### config.mk
export PLATFORM = sky130hd
export DESIGN_NAME = idle_activity_timer
export DESIGN_NICKNAME = d
export VERILOG_FILES = /design/src/design/idle_timer_pkg.sv /design/src/design/ext_pm_qualifier.sv /design/src/design/idle_activity_timer.sv
export SDC_FILE = /design/constraint.sdc
export NUM_CORES = 1
export LEC_CHECK = 0
export BUFFER_PORTS_ARGS = -buffer_cell sky130_fd_sc_hd__buf_4
export CAP_MARGIN = 20
export CELL_PAD_IN_SITES_DETAIL_PLACEMENT = 1
export CELL_PAD_IN_SITES_GLOBAL_PLACEMENT = 1
export CORE_MARGIN = 5
export CORE_UTILIZATION = 33
export DETAILED_ROUTE_END_ITERATION = 10
export PLACE_DENSITY_LB_ADDON = 0.1
export SLEW_MARGIN = 10
export SYNTH_ARGS = -nofsm -noshare
export SYNTH_HDL_FRONTEND = slang
export SYNTH_HIERARCHICAL = 1
export SYNTH_SLANG_ARGS = --single-unit
### constraint.sdc
create_clock -name CORE_CLK_I -period 12.15 [get_ports CORE_CLK_I]
set_input_delay 0.6075 -clock CORE_CLK_I [delete_from_list [all_inputs] [get_ports CORE_CLK_I]]
set_output_delay 0.6075 -clock CORE_CLK_I [all_outputs]
set_load 0.05 [all_outputs]
### src/design/idle_timer_pkg.sv
// idle_timer_pkg: shared constants and types of the activity timer
// assumes a 250 MHz core clock and an APB register port
package idle_timer_pkg;

	// clock rate and timing figures
	localparam int unsigned CLK_MHZ          = 250;
	localparam int unsigned EXT_SHORT_NS     = 100;
	localparam int unsigned EXT_LONG_MS      = 5;
	localparam int unsigned TICK_S           = 1;
	localparam int unsigned EXT_SHORT_CYCLES = (EXT_SHORT_NS * CLK_MHZ + 999) / 1000;
	localparam int unsigned EXT_LONG_CYCLES  = EXT_LONG_MS * 1000 * CLK_MHZ;
	localparam int unsigned TICK_CYCLES      = TICK_S * 1000000 * CLK_MHZ;

	// register indices, byte address is four times the index
	localparam logic [7:0] IDX_MODE      = 8'hE0;
	localparam logic [7:0] IDX_TIMER_CFG = 8'hE1;
	localparam logic [7:0] IDX_IRQ_LOW   = 8'hE2;
	localparam logic [7:0] IDX_IRQ_HIGH  = 8'hE3;
	localparam logic [7:0] IDX_INT_STAT  = 8'hF0;
	localparam logic [7:0] IDX_INT_MASK  = 8'hF1;
	localparam int unsigned ADDR_W       = 10;

	// reset values and reserved-bit masks
	localparam logic [7:0] MODE_RST     = 8'h00;
	localparam logic [7:0] CFG_RST      = 8'h00;
	localparam logic [7:0] IRQ_LOW_RST  = 8'h00;
	localparam logic [7:0] IRQ_HIGH_RST = 8'h00;
	localparam logic [7:0] IRQ_LOW_USED = 8'hFA;
	localparam logic [7:0] IRQ_HIGH_USED = 8'hDF;

	// interrupt status bit positions
	localparam int unsigned INT_WAKE = 0;
	localparam int unsigned INT_IDLE = 1;
	localparam int unsigned INT_W    = 2;

	// countdown in seconds for each period code
	localparam int unsigned CNT_W = 14;
	localparam logic [CNT_W-1:0] PERIOD_S [8] = '{
		14'h000F, 14'h0078, 14'h012C, 14'h0384,
		14'h0708, 14'h0A8C, 14'h0E10, 14'h3840};

	// timer configuration layout
	typedef struct packed {
		logic       vector_wake;
		logic       ext_pm_en;
		logic       ext_pm_long;
		logic       ext_pm_high;
		logic       force_idle;
		logic [2:0] period_sel;
	} idle_cfg_t;

	// mode register layout
	typedef struct packed {
		logic idle_mode_sel;
		logic restore_en;
		logic intr_idle_en;
		logic irq15_en;
		logic full_power;
		logic timer_en;
		logic ext_pm_stat_en;
		logic forced_en;
	} mode_t;

	typedef enum logic {
		ST_FULL = 1'b0,
		ST_IDLE = 1'b1
	} power_state_t;

endpackage : idle_timer_pkg

### src/design/ext_pm_qualifier.sv
// ext_pm_qualifier: synchronises and width-qualifies the external request
// assumes the request is a slow level from a switch or another chip
`timescale 1ns/1ps
module ext_pm_qualifier
	import idle_timer_pkg::*;
#(
	parameter int unsigned LONG_CYCLES = EXT_LONG_CYCLES
) (
	// clock and reset
	input  wire logic clk_i,
	input  wire logic rst_i,
	// control
	input  wire logic active_high_i,
	input  wire logic long_width_i,
	// request in, qualified pulse out
	input  wire logic req_i,
	output logic      qual_o
);
	localparam int unsigned QW = $clog2(LONG_CYCLES + 1);

	logic          sync1_reg;
	logic          sync2_reg;
	logic [QW-1:0] cnt_reg;
	logic [QW-1:0] cnt_next;
	logic          done_reg;
	logic          done_next;
	logic          active;
	logic [QW-1:0] need;

	always_comb begin
		active    = sync2_reg ^ ~active_high_i;
		need      = long_width_i ? QW'(LONG_CYCLES) : QW'(EXT_SHORT_CYCLES);
		cnt_next  = cnt_reg;
		done_next = done_reg;
		qual_o    = 1'b0;
		if (!active) begin
			cnt_next  = '0;
			done_next = 1'b0;
		end else if (!done_reg) begin
			if (cnt_reg + QW'(1) >= need) begin
				qual_o    = 1'b1;
				done_next = 1'b1;
			end else begin
				cnt_next = cnt_reg + QW'(1);
			end
		end
	end

	always_ff @(posedge clk_i or posedge rst_i) begin
		if (rst_i) begin
			sync1_reg <= 1'b0;
			sync2_reg <= 1'b0;
			cnt_reg   <= '0;
			done_reg  <= 1'b0;
		end else begin
			sync1_reg <= req_i;
			sync2_reg <= sync1_reg;
			cnt_reg   <= cnt_next;
			done_reg  <= done_next;
		end
	end

endmodule : ext_pm_qualifier

### src/design/idle_activity_timer.sv
// idle_activity_timer: inactivity countdown, activity detection and wake-up
// assumes all inputs synchronous to CORE_CLK_I except the external request
// Function
// - enabled external request reloads or wakes
// - external request polarity and width qualified
// - writing one forces low power if allowed
// - three-bit code selects eight idle periods
// - one inactivity timer, reloaded by every enabled activity source
// - enabled irq in low power wakes
// - wake reloads timer and asserts restore
// - enabled irq in full power reloads
// - high enable register maps irq15..8
// - mode bit zero allows forced entry
// - mode bit six gates restore output
// - expiry enters low power when enabled
`timescale 1ns/1ps
module idle_activity_timer
	import idle_timer_pkg::*;
#(
	parameter int unsigned TICK_LEN = TICK_CYCLES,
	parameter int unsigned EXT_LONG = EXT_LONG_CYCLES
) (
	// clock and reset
	input  wire logic              CORE_CLK_I,
	input  wire logic              SYS_RST_I,
	// apb slave
	input  wire logic              PSEL_I,
	input  wire logic              PENABLE_I,
	input  wire logic              PWRITE_I,
	input  wire logic [ADDR_W-1:0] PADDR_I,
	input  wire logic [31:0]       PWDATA_I,
	input  wire logic [3:0]        PSTRB_I,
	output logic      [31:0]       PRDATA_O,
	output logic                   PREADY_O,
	output logic                   PSLVERR_O,
	// activity sources
	input  wire logic [15:0]       IRQ_I,
	input  wire logic              VECTOR_ACCESS_I,
	input  wire logic              EXT_PM_REQUEST_I,
	// power control
	output logic                   LOW_POWER_O,
	output logic                   POWER_RESTORE_EN_O,
	output logic                   IRQ_O
);
	localparam int unsigned TW = $clog2(TICK_LEN + 1);

	function automatic logic hit(input logic [ADDR_W-1:0] a, input logic [7:0] idx);
		hit = (a == {idx, 2'b00});
	endfunction : hit

	// register state
	mode_t            mode_reg;
	mode_t            mode_next;
	idle_cfg_t        cfg_reg;
	idle_cfg_t        cfg_next;
	logic [7:0]       irq_low_reg;
	logic [7:0]       irq_low_next;
	logic [7:0]       irq_high_reg;
	logic [7:0]       irq_high_next;
	logic [INT_W-1:0] int_stat_reg;
	logic [INT_W-1:0] int_stat_next;
	logic [INT_W-1:0] int_mask_reg;
	logic [INT_W-1:0] int_mask_next;
	logic             timer_stat_reg;
	logic             timer_stat_next;
	logic             forced_stat_reg;
	logic             forced_stat_next;
	// timer and power state
	power_state_t     state_reg;
	power_state_t     state_next;
	logic [CNT_W-1:0] count_reg;
	logic [CNT_W-1:0] count_next;
	logic [TW-1:0]    tick_reg;
	logic [TW-1:0]    tick_next;
	logic             expired_reg;
	logic             expired_next;
	logic [15:0]      irq_prev_reg;
	logic             restore_reg;
	logic             restore_next;
	logic [31:0]      rdata_reg;
	logic [31:0]      rdata_next;
	logic             slverr_reg;
	logic             slverr_next;
	// events
	logic             wr;
	logic             rd;
	logic             mapped;
	logic             ext_qual;
	logic [15:0]      irq_en;
	logic             irq_hit;
	logic             activity;
	logic             wake;
	logic             reload;
	logic             expire;
	logic             force_go;
	logic             enter_idle;
	logic [7:0]       wbyte;

	ext_pm_qualifier #(
		.LONG_CYCLES (EXT_LONG)
	) u_ext_qual (
		.clk_i         (CORE_CLK_I),
		.rst_i         (SYS_RST_I),
		.active_high_i (cfg_reg.ext_pm_high),
		.long_width_i  (cfg_reg.ext_pm_long),
		.req_i         (EXT_PM_REQUEST_I),
		.qual_o        (ext_qual)
	);

	// apb decode
	always_comb begin
		wr     = PSEL_I & PENABLE_I & PWRITE_I & PSTRB_I[0];
		rd     = PSEL_I & PENABLE_I & ~PWRITE_I;
		wbyte  = PWDATA_I[7:0];
		mapped = hit(PADDR_I, IDX_MODE) | hit(PADDR_I, IDX_TIMER_CFG)
			| hit(PADDR_I, IDX_IRQ_LOW) | hit(PADDR_I, IDX_IRQ_HIGH)
			| hit(PADDR_I, IDX_INT_STAT) | hit(PADDR_I, IDX_INT_MASK);
	end

	// activity and wake detection
	always_comb begin
		irq_en = {irq_high_reg[7:6], 1'b0, irq_high_reg[4:0],
			irq_low_reg[7:3], 1'b0, irq_low_reg[1], 1'b0};
		irq_hit  = |(irq_en & IRQ_I & ~irq_prev_reg);
		activity = irq_hit
			| (VECTOR_ACCESS_I & cfg_reg.vector_wake)
			| (ext_qual & cfg_reg.ext_pm_en);
		wake     = activity & (state_reg == ST_IDLE);
		reload   = activity;
		expire   = (count_reg == '0) & ~expired_reg;
		force_go = wr & hit(PADDR_I, IDX_TIMER_CFG) & wbyte[3] & mode_reg.forced_en;
		enter_idle = (state_reg == ST_FULL) & ~activity
			& (force_go | (expire & mode_reg.timer_en));
	end

	// power state, timer and prescaler
	always_comb begin
		state_next   = state_reg;
		count_next   = count_reg;
		tick_next    = tick_reg;
		expired_next = expired_reg;
		restore_next = 1'b0;
		unique case (state_reg)
			ST_FULL: begin
				if (enter_idle) begin
					state_next = ST_IDLE;
				end
			end
			ST_IDLE: begin
				if (wake) begin
					state_next   = ST_FULL;
					restore_next = mode_reg.restore_en;
				end
			end
		endcase
		if (reload) begin
			count_next   = PERIOD_S[cfg_reg.period_sel];
			tick_next    = '0;
			expired_next = 1'b0;
		end else if (count_reg == '0) begin
			expired_next = 1'b1;
		end else if (tick_reg == TW'(TICK_LEN - 1)) begin
			tick_next  = '0;
			count_next = count_reg - CNT_W'(1);
		end else begin
			tick_next = tick_reg + TW'(1);
		end
	end

	// register writes, status and interrupts
	always_comb begin
		mode_next        = mode_reg;
		cfg_next         = cfg_reg;
		irq_low_next     = irq_low_reg;
		irq_high_next    = irq_high_reg;
		int_mask_next    = int_mask_reg;
		int_stat_next    = int_stat_reg;
		timer_stat_next  = timer_stat_reg;
		forced_stat_next = forced_stat_reg;
		if (wr && hit(PADDR_I, IDX_MODE)) begin
			mode_next            = mode_t'(wbyte);
			mode_next.full_power = 1'b0;
			if (!wbyte[2]) begin
				timer_stat_next = 1'b0;
			end
			if (!wbyte[0]) begin
				forced_stat_next = 1'b0;
			end
		end
		if (wr && hit(PADDR_I, IDX_TIMER_CFG)) begin
			cfg_next            = idle_cfg_t'(wbyte);
			cfg_next.force_idle = 1'b0;
		end
		if (wr && hit(PADDR_I, IDX_IRQ_LOW)) begin
			irq_low_next = wbyte & IRQ_LOW_USED;
		end
		if (wr && hit(PADDR_I, IDX_IRQ_HIGH)) begin
			irq_high_next = wbyte & IRQ_HIGH_USED;
		end
		if (wr && hit(PADDR_I, IDX_INT_MASK)) begin
			int_mask_next = wbyte[INT_W-1:0];
		end
		if (wr && hit(PADDR_I, IDX_INT_STAT)) begin
			int_stat_next = int_stat_reg & ~wbyte[INT_W-1:0];
		end
		// set wins over clear
		if (enter_idle && force_go) begin
			forced_stat_next = 1'b1;
		end else if (enter_idle) begin
			timer_stat_next = 1'b1;
		end
		if (wake) begin
			int_stat_next[INT_WAKE] = 1'b1;
		end
		if (enter_idle) begin
			int_stat_next[INT_IDLE] = 1'b1;
		end
	end

	// read data
	always_comb begin
		rdata_next  = rdata_reg;
		slverr_next = 1'b0;
		if (PSEL_I && !PENABLE_I) begin
			slverr_next = ~mapped;
			rdata_next  = '0;
			if (hit(PADDR_I, IDX_MODE)) begin
				rdata_next[7:0] = {mode_reg[7:4], state_reg == ST_FULL,
					timer_stat_reg, mode_reg.ext_pm_stat_en, forced_stat_reg};
			end
			if (hit(PADDR_I, IDX_TIMER_CFG)) begin
				rdata_next[7:0] = cfg_reg;
			end
			if (hit(PADDR_I, IDX_IRQ_LOW)) begin
				rdata_next[7:0] = irq_low_reg;
			end
			if (hit(PADDR_I, IDX_IRQ_HIGH)) begin
				rdata_next[7:0] = irq_high_reg;
			end
			if (hit(PADDR_I, IDX_INT_STAT)) begin
				rdata_next[INT_W-1:0] = int_stat_reg;
			end
			if (hit(PADDR_I, IDX_INT_MASK)) begin
				rdata_next[INT_W-1:0] = int_mask_reg;
			end
		end
	end

	always_ff @(posedge CORE_CLK_I or posedge SYS_RST_I) begin
		if (SYS_RST_I) begin
			mode_reg        <= mode_t'(MODE_RST);
			cfg_reg         <= idle_cfg_t'(CFG_RST);
			irq_low_reg     <= IRQ_LOW_RST;
			irq_high_reg    <= IRQ_HIGH_RST;
			int_stat_reg    <= '0;
			int_mask_reg    <= '0;
			timer_stat_reg  <= 1'b0;
			forced_stat_reg <= 1'b0;
			state_reg       <= ST_FULL;
			count_reg       <= PERIOD_S[CFG_RST[2:0]];
			tick_reg        <= '0;
			expired_reg     <= 1'b0;
			irq_prev_reg    <= '0;
			restore_reg     <= 1'b0;
			rdata_reg       <= '0;
			slverr_reg      <= 1'b0;
		end else begin
			mode_reg        <= mode_next;
			cfg_reg         <= cfg_next;
			irq_low_reg     <= irq_low_next;
			irq_high_reg    <= irq_high_next;
			int_stat_reg    <= int_stat_next;
			int_mask_reg    <= int_mask_next;
			timer_stat_reg  <= timer_stat_next;
			forced_stat_reg <= forced_stat_next;
			state_reg       <= state_next;
			count_reg       <= count_next;
			tick_reg        <= tick_next;
			expired_reg     <= expired_next;
			irq_prev_reg    <= IRQ_I;
			restore_reg     <= restore_next;
			rdata_reg       <= rdata_next;
			slverr_reg      <= slverr_next;
		end
	end

	// outputs
	always_comb begin
		PRDATA_O           = rdata_reg;
		PREADY_O           = 1'b1;
		PSLVERR_O          = slverr_reg & PSEL_I & PENABLE_I;
		LOW_POWER_O        = (state_reg == ST_IDLE);
		POWER_RESTORE_EN_O = restore_reg;
		IRQ_O              = |(int_stat_reg & int_mask_reg);
	end

endmodule : idle_activity_timer

# Yosys cells after proc, flatten, opt, wreduce, memory -nomap -nowiden
# Memory sizes are Yosys's and may differ from the RTL's.
# Cells that the tools add are included.
[op_classes]
add_sub_neg = 3
multipliers = 0
div_mod_pow = 0
order_cmp = 2
n_eq_ne = 11
shift = 0
muxes = 41
n_bitwise = 36
n_reduce_logical = 20
[ops]
columns = ["operator", "n"]
rows = [
  ["two-way mux 21 bit", 4],
  ["two-way mux 28 bit", 3],
  ["two-way mux 14 bit", 5],
  ["equality test 10 bit (second input constant)", 6],
  ["AND 16 bit", 2],
  ["two-way mux 8 bit", 4],
  ["adder 28 x 1 -> 28 bit (second input constant)", 1],
  ["equality test 28 bit (second input constant)", 1],
  ["adder 21 x 1 -> 21 bit (second input constant)", 1],
  [">= comparator 21 bit", 1],
  ["two-way mux 1 bit", 21],
  ["inverter 16 bit", 1],
  ["OR reduction 16 bit", 1],
  ["AND 1 bit", 15],
  ["zero test 14 bit", 1],
  ["subtractor 14 x 1 -> 14 bit (second input constant)", 1],
  ["nonzero test 2 bit", 5],
  ["logical AND 1 bit", 8],
  ["OR 1 bit", 8],
  ["two-way mux 2 bit", 3],
  ["!= test 2 bit (second input constant)", 3],
  ["AND reduction 2 bit", 3],
  ["inverter 1 bit", 5],
  ["AND 2 bit", 2],
  ["other kinds (8)", 8],
]
[word_totals]
regBits = 127
latch_bits = 0
mem_bits_rw = 0
romBits = 112
in_bits = 69
mem_count = 1
[mem_list]
columns = ["memory", "words", "width", "read_ports", "rd_clocked_by_memory_dff", "wr", "line_no", "text"]
rows = [
  ["(no name shown)", 8, 14, 1, 0, 0, "idle_activity_timer.sv:157", "count_next = PERIOD_S[cfg_reg.period_sel];"],
]

# Longest topological paths before layout
[depth]
word_depth = 13
ltp_mapped = 23
mapped_depth_nobuf = 18

# By module
# Netlist, hierarchy kept.
[modules_own_cells]
columns = ["mod", "n_inst", "cells_each", "area_per_inst_um2", "seq_area_each_um2"]
rows = [
  ["idle_activity_timer", 1, 519, 5188.7, 2507.4],
  ["ext_pm_qualifier", 1, 237, 2035.7, 600.6],
]

# Worst setup path before layout
# Ideal clock, no wire load.
[synth_path]
path_type = "reg2reg"
from = "register u_ext_qual.cnt_reg[0]"
to = "register tick_reg[18]"
t_arrival_ns = 4.079
required_ns = 12.084
path_slack_ns = 8.005
path_stages_with_launch = 20
path_buffers = 1
path_cell_list = "dfrtp_1 ha_1 and3_1 nand3_1 xnor2_1 ha_1 nand2_1 nor3_1 nor4bb_1 a31o_2 a2111oi_4 a21o_1 nor3_1 a22oi_1 o21ai_0 or3_1 clkbuf_1 a211o_1 or4_1 nand2_1"
[synth_between]
elab_chain_cells = 8
word_cells_on_any_way = 9
cone_classes = "1 x add/sub; 1 x order compare; 1 x eq/ne; 4 x mux; 2 x bitwise"
[synth_lines]
columns = ["element", "line_no", "text"]
rows = [
  ["start, declared", "ext_pm_qualifier.sv:23", "logic [QW-1:0] cnt_reg;"],
  ["start signal, assigned", "ext_pm_qualifier.sv:58", "cnt_reg <= cnt_next;"],
  ["adder 21 x 1 -> 21 bit *", "ext_pm_qualifier.sv:40", "if (cnt_reg + QW'(1) >= need) begin"],
  [">= comparator 21 bit *", "ext_pm_qualifier.sv:40", ""],
  ["two-way mux 1 bit *", "ext_pm_qualifier.sv:40", ""],
  ["two-way mux 1 bit *", "ext_pm_qualifier.sv:39", "end else if (!done_reg) begin"],
  ["two-way mux 1 bit *", "ext_pm_qualifier.sv:36", "if (!active) begin"],
  ["named net ext_qual", "idle_activity_timer.sv:88", "logic ext_qual;"],
  ["AND 1 bit *", "idle_activity_timer.sv:127", "| (ext_qual & cfg_reg.ext_pm_en);"],
  ["OR 1 bit *", "idle_activity_timer.sv:127", ""],
  ["!= test 2 bit (no source line) or two-way mux 28 bit (tied branches)", "-", ""],
  ["end signal, assigned", "idle_activity_timer.sv:278", "tick_reg <= tick_next;"],
  ["end, declared", "idle_activity_timer.sv:73", "logic [TW-1:0] tick_reg;"],
]
# Mark *: on every way through the listed nets, which the timed path passes. The rest lies on a longest branch.
# A chain may end at the register's enable or synchronous reset.

# Final worst setup path
[layout_path]
from = "register u_ext_qual.cnt_reg[0]"
to = "register tick_reg[24]"
# Same word-level chain as after synthesis.

==> impl_metrics.csv <==
group,metric,value,unit
floorplan,die_h,158,microns
setup_path,cpPeakStageDelay,630,ps
grt,grt_first_pass_wirelength,32300,microns
timing,skew,10.9,ps
cells_and_area,mostFrequentLayoutCells,"120 x dfrtp_1, 72 x nand2_1, 59 x a21oi_1",
clock_tree,cts_buffers,17,
route,vias_per_cell,5.45,
grt,antenna_found_initial,0,
timing,rsz0062_at_grt,"false",
floorplan,core_area,0.0217,sq mm
worst_hold_path,hp-class,"in2async",
status,status,"complete, no violations",
synthesis,synth_warnings,6,
setup_path,ff2ff_path_depth,18,
grt,grt_pass1_vias,6251,
floorplan,pin_count,106,
cells_and_area,num-nets-final,875,
route,routed_wl,19600,microns
cells_and_area,drive_above_1_share,0.180,
cells_and_area,fill_cells,2471,
synthesis,synth_seq_cells,124,
synthesis,syn_area,0.00722,sq mm
cells_and_area,area_growth,14.8,%
clock_tree,post_cts_resized,0,
grt,overflow,0,
power_and_ir_drop,vdd_drop_max,0.0744,mV
clock_tree,holdBufCountCts,0,
grt,grt_usage,0.162,
setup_path,rrSetupSlack,6840,ps
setup_path,critical_path_class,"reg2reg",
cells_and_area,antenna_cells,0,
cells_and_area,largest_reg_flops,28,
setup_path,cp_max_fo,22,
synthesis,synth_ff_type,"dfrtp_1",
route,postRouteAntennaNets,0,
route,first_pass_iters,4,
timing,fin_crit_sh,0.437,
clock_tree,clkSinkCount,124,
cells_and_area,finalInstanceArea,0.00829,sq mm
clock_tree,clock_tree.buffer_depth,2,
clock_tree,htreeDepth,4,
power_and_ir_drop,leakage,3.43,nW
timing,timing.fmax,188,MHz
clock_tree,cts.root.buffer_cell,"clkbuf_16",
setup_path,cpMaxStageDelayCell,"a211o_1",
setup_path,timing.rr.end,"tick_reg[24]$_DFFE_PP0P_",
synthesis,synth_edf_count,0,
timing,finalWorstPathRequiredPeriod,5310,ps
setup_path,crit_chain,"ha_1 > nand3_1 > nor4_4 > nand3_1 > nor2_1 > xor2_1 > ha_1 > a21oi_1 > o31ai_1 > a2111oi_4 > a21o_1 > nor3_1 > a22oi_1 > o21ai_0 > or3_1 > a211o_1 > or4_1 > nand2_1",
timing,setup_tns,0,ps
route,vias,5889,
placement,place_hpwl,13900,microns
setup_path,arrival,5670,ps
route,drcViolationCount,0,
synthesis,seq_area_frac_synth,0.430,
timing,drv_slew,0,
timing,setup_viol,0,
floorplan,die_area,0.0250,sq mm
setup_path,critPathLaunchType,"flip-flop",
floorplan,initial_core_util,0.333,
placement,place.gp.congestion,0.786,
setup_path,crit_path_end_kind,"flip-flop",
timing,hold_viol_final,0,
synthesis,syn_avg_cell_area,9.56,sq um
floorplan,die_w,158,microns
synthesis,async_flop_share,1.00,
clock_tree,cts_tree,"done",
clock_tree,path_clk_slew,70,ps
synthesis,synth.distinct_cells,69,
placement,place_area,0.00770,sq mm
route,dr.first_iter.drc_count,277,
setup_path,reg2reg_from,"u_ext_qual/cnt_reg[0]$_DFFE_PP0P_",
timing,slew_headroom,0.450,
setup_path,cp_top_family,"simple AND/OR/NAND/NOR gates",
setup_path,cp.required,12520,ps
clock_tree,post_cts_buffers,0,
grt,grt_max_degree,57,
placement,io_buffers,50,
flow_run,maxCapViolations,0,
floorplan,rows,54,
cells_and_area,final_common_cell,"dfrtp_1",
timing,worst_pin_slew,818,ps
synthesis,netlist_instances,756,
route,wl_per_cell,18.1,microns
setup_path,path_buf_inv,0,
clock_tree,clock_latency,430,ps
power_and_ir_drop,powerDensity,130,mW/mm^2
[synth_stat cells (3+ instances only)]
cell	instances	area (sq um)
nand2_1	72	270
mux2i_1	6	60.1
nand3b_1	3	22.5
nor4b_1	3	26.3
nand2b_1	4	25.0
o31ai_1	30	225
ha_1	19	238
xnor2_1	8	70.1
nand4b_1	4	35.0
buf_2	9	45.0
or4_1	27	203
and3_1	12	75.1
a211oi_1	5	37.5
nand3_1	35	175
xor2_1	18	158
nor2b_1	6	37.5
a21oi_1	59	295
and4_1	5	43.8
clkbuf_1	24	90.1
o21ai_0	41	205
nor3_1	12	60.1
o211ai_1	4	30.0
dfrtp_1	120	3000
buf_4	31	233
or3_1	25	156
mux4_2	4	90.1
dfstp_2	4	105
nor2_1	35	131
buf_1	3	11.3
nand4_1	19	119
o22ai_1	6	37.5
nor4_1	7	43.8
mux2_2	29	327
inv_1	16	60.1
a31oi_1	7	43.8
[per-layer routing]
metal	global-route usage	part of all wire	up-vias
li1	-	-	2822
met1	0.215	0.47	2987
met2	0.271	0.50	64
met3	0.0328	0.029	16
met4	0.0422	0.0084	0
met5	0	0	-
[final cells by class]
| cell class | count | area, sq um | area share |
|---|---|---|---|
| timing repair buffer | 59 | 450 | 0.0543 |
| inverter | 16 | 62.6 | 0.00755 |
| sequential | 124 | 3110 | 0.375 |
| tap | 280 | 350 | 0.0423 |
| clock buffer | 17 | 425 | 0.0513 |
| multi-input combinational | 569 | 3740 | 0.451 |
| clock inverter | 15 | 151 | 0.0183 |
[worst register-to-register path, delay by kind of cell, from the launching register on]
kind	cells	cell delay [ps]
adder cells (fa/ha/maj)	2	610
flip-flops	1	470
AO/OA/AOI/OAI	7	1600
XOR/XNOR	1	190
AND/OR/NAND/NOR	8	2380
[worst max path at each step]
stage                                            from                        to  slack [ps]  depth (start not counted)
finish              u_ext_qual/cnt_reg[0]$_DFFE_PP0P_  tick_reg[24]$_DFFE_PP0P_        6840                         18
global route        u_ext_qual/cnt_reg[0]$_DFFE_PP0P_  tick_reg[24]$_DFFE_PP0P_        6310                         18
CTS                 u_ext_qual/cnt_reg[0]$_DFFE_PP0P_  tick_reg[24]$_DFFE_PP0P_        6770                         18
detailed placement  u_ext_qual/cnt_reg[0]$_DFFE_PP0P_  tick_reg[24]$_DFFE_PP0P_        6800                         18
global placement    u_ext_qual/cnt_reg[0]$_DFFE_PP0P_  tick_reg[18]$_DFFE_PP0P_        6860                         18
floorplan           u_ext_qual/cnt_reg[0]$_DFFE_PP0P_  tick_reg[18]$_DFFE_PP0P_        8010                         19
[power by group]
part           leakage [nW]  internal, W  switching [W]
clock                 0.274     0.000288       0.000216
sequential             1.60     0.000441      0.0000318
combinational          1.56    0.0000349      0.0000661
[cells by family (layout without fill, tap and decap cells)]
group / after synthesis / in the layout / share of synthesized area
xor+xnor: 26 / 26 / 0.0315
buf+inv: 86 / 107 / 0.0646
flops: 124 / 124 / 0.430
fa+ha+maj: 19 / 19 / 0.0329
simple gates: 284 / 284 / 0.220
mux: 40 / 40 / 0.0675
other cells: 2 / 25 / 0.00104
compound gates: 175 / 175 / 0.152
[per-stage QoR]
step           hold WS (ps)  setup WS [ps]   util  cells  power [W]
2_1_floorplan           331           8010      -    779   0.000549
3_3_place_gp            338           6860  0.355   1047   0.000575
3_5_place_dp            338           6800  0.355   1047   0.000581
4_1_cts                 269           6770  0.382   1079    0.00109
5_1_grt                 270           6310  0.382   1080    0.00113
6_report                246           6840  0.382   1080    0.00108
Power figures use the tool's default switching activity.
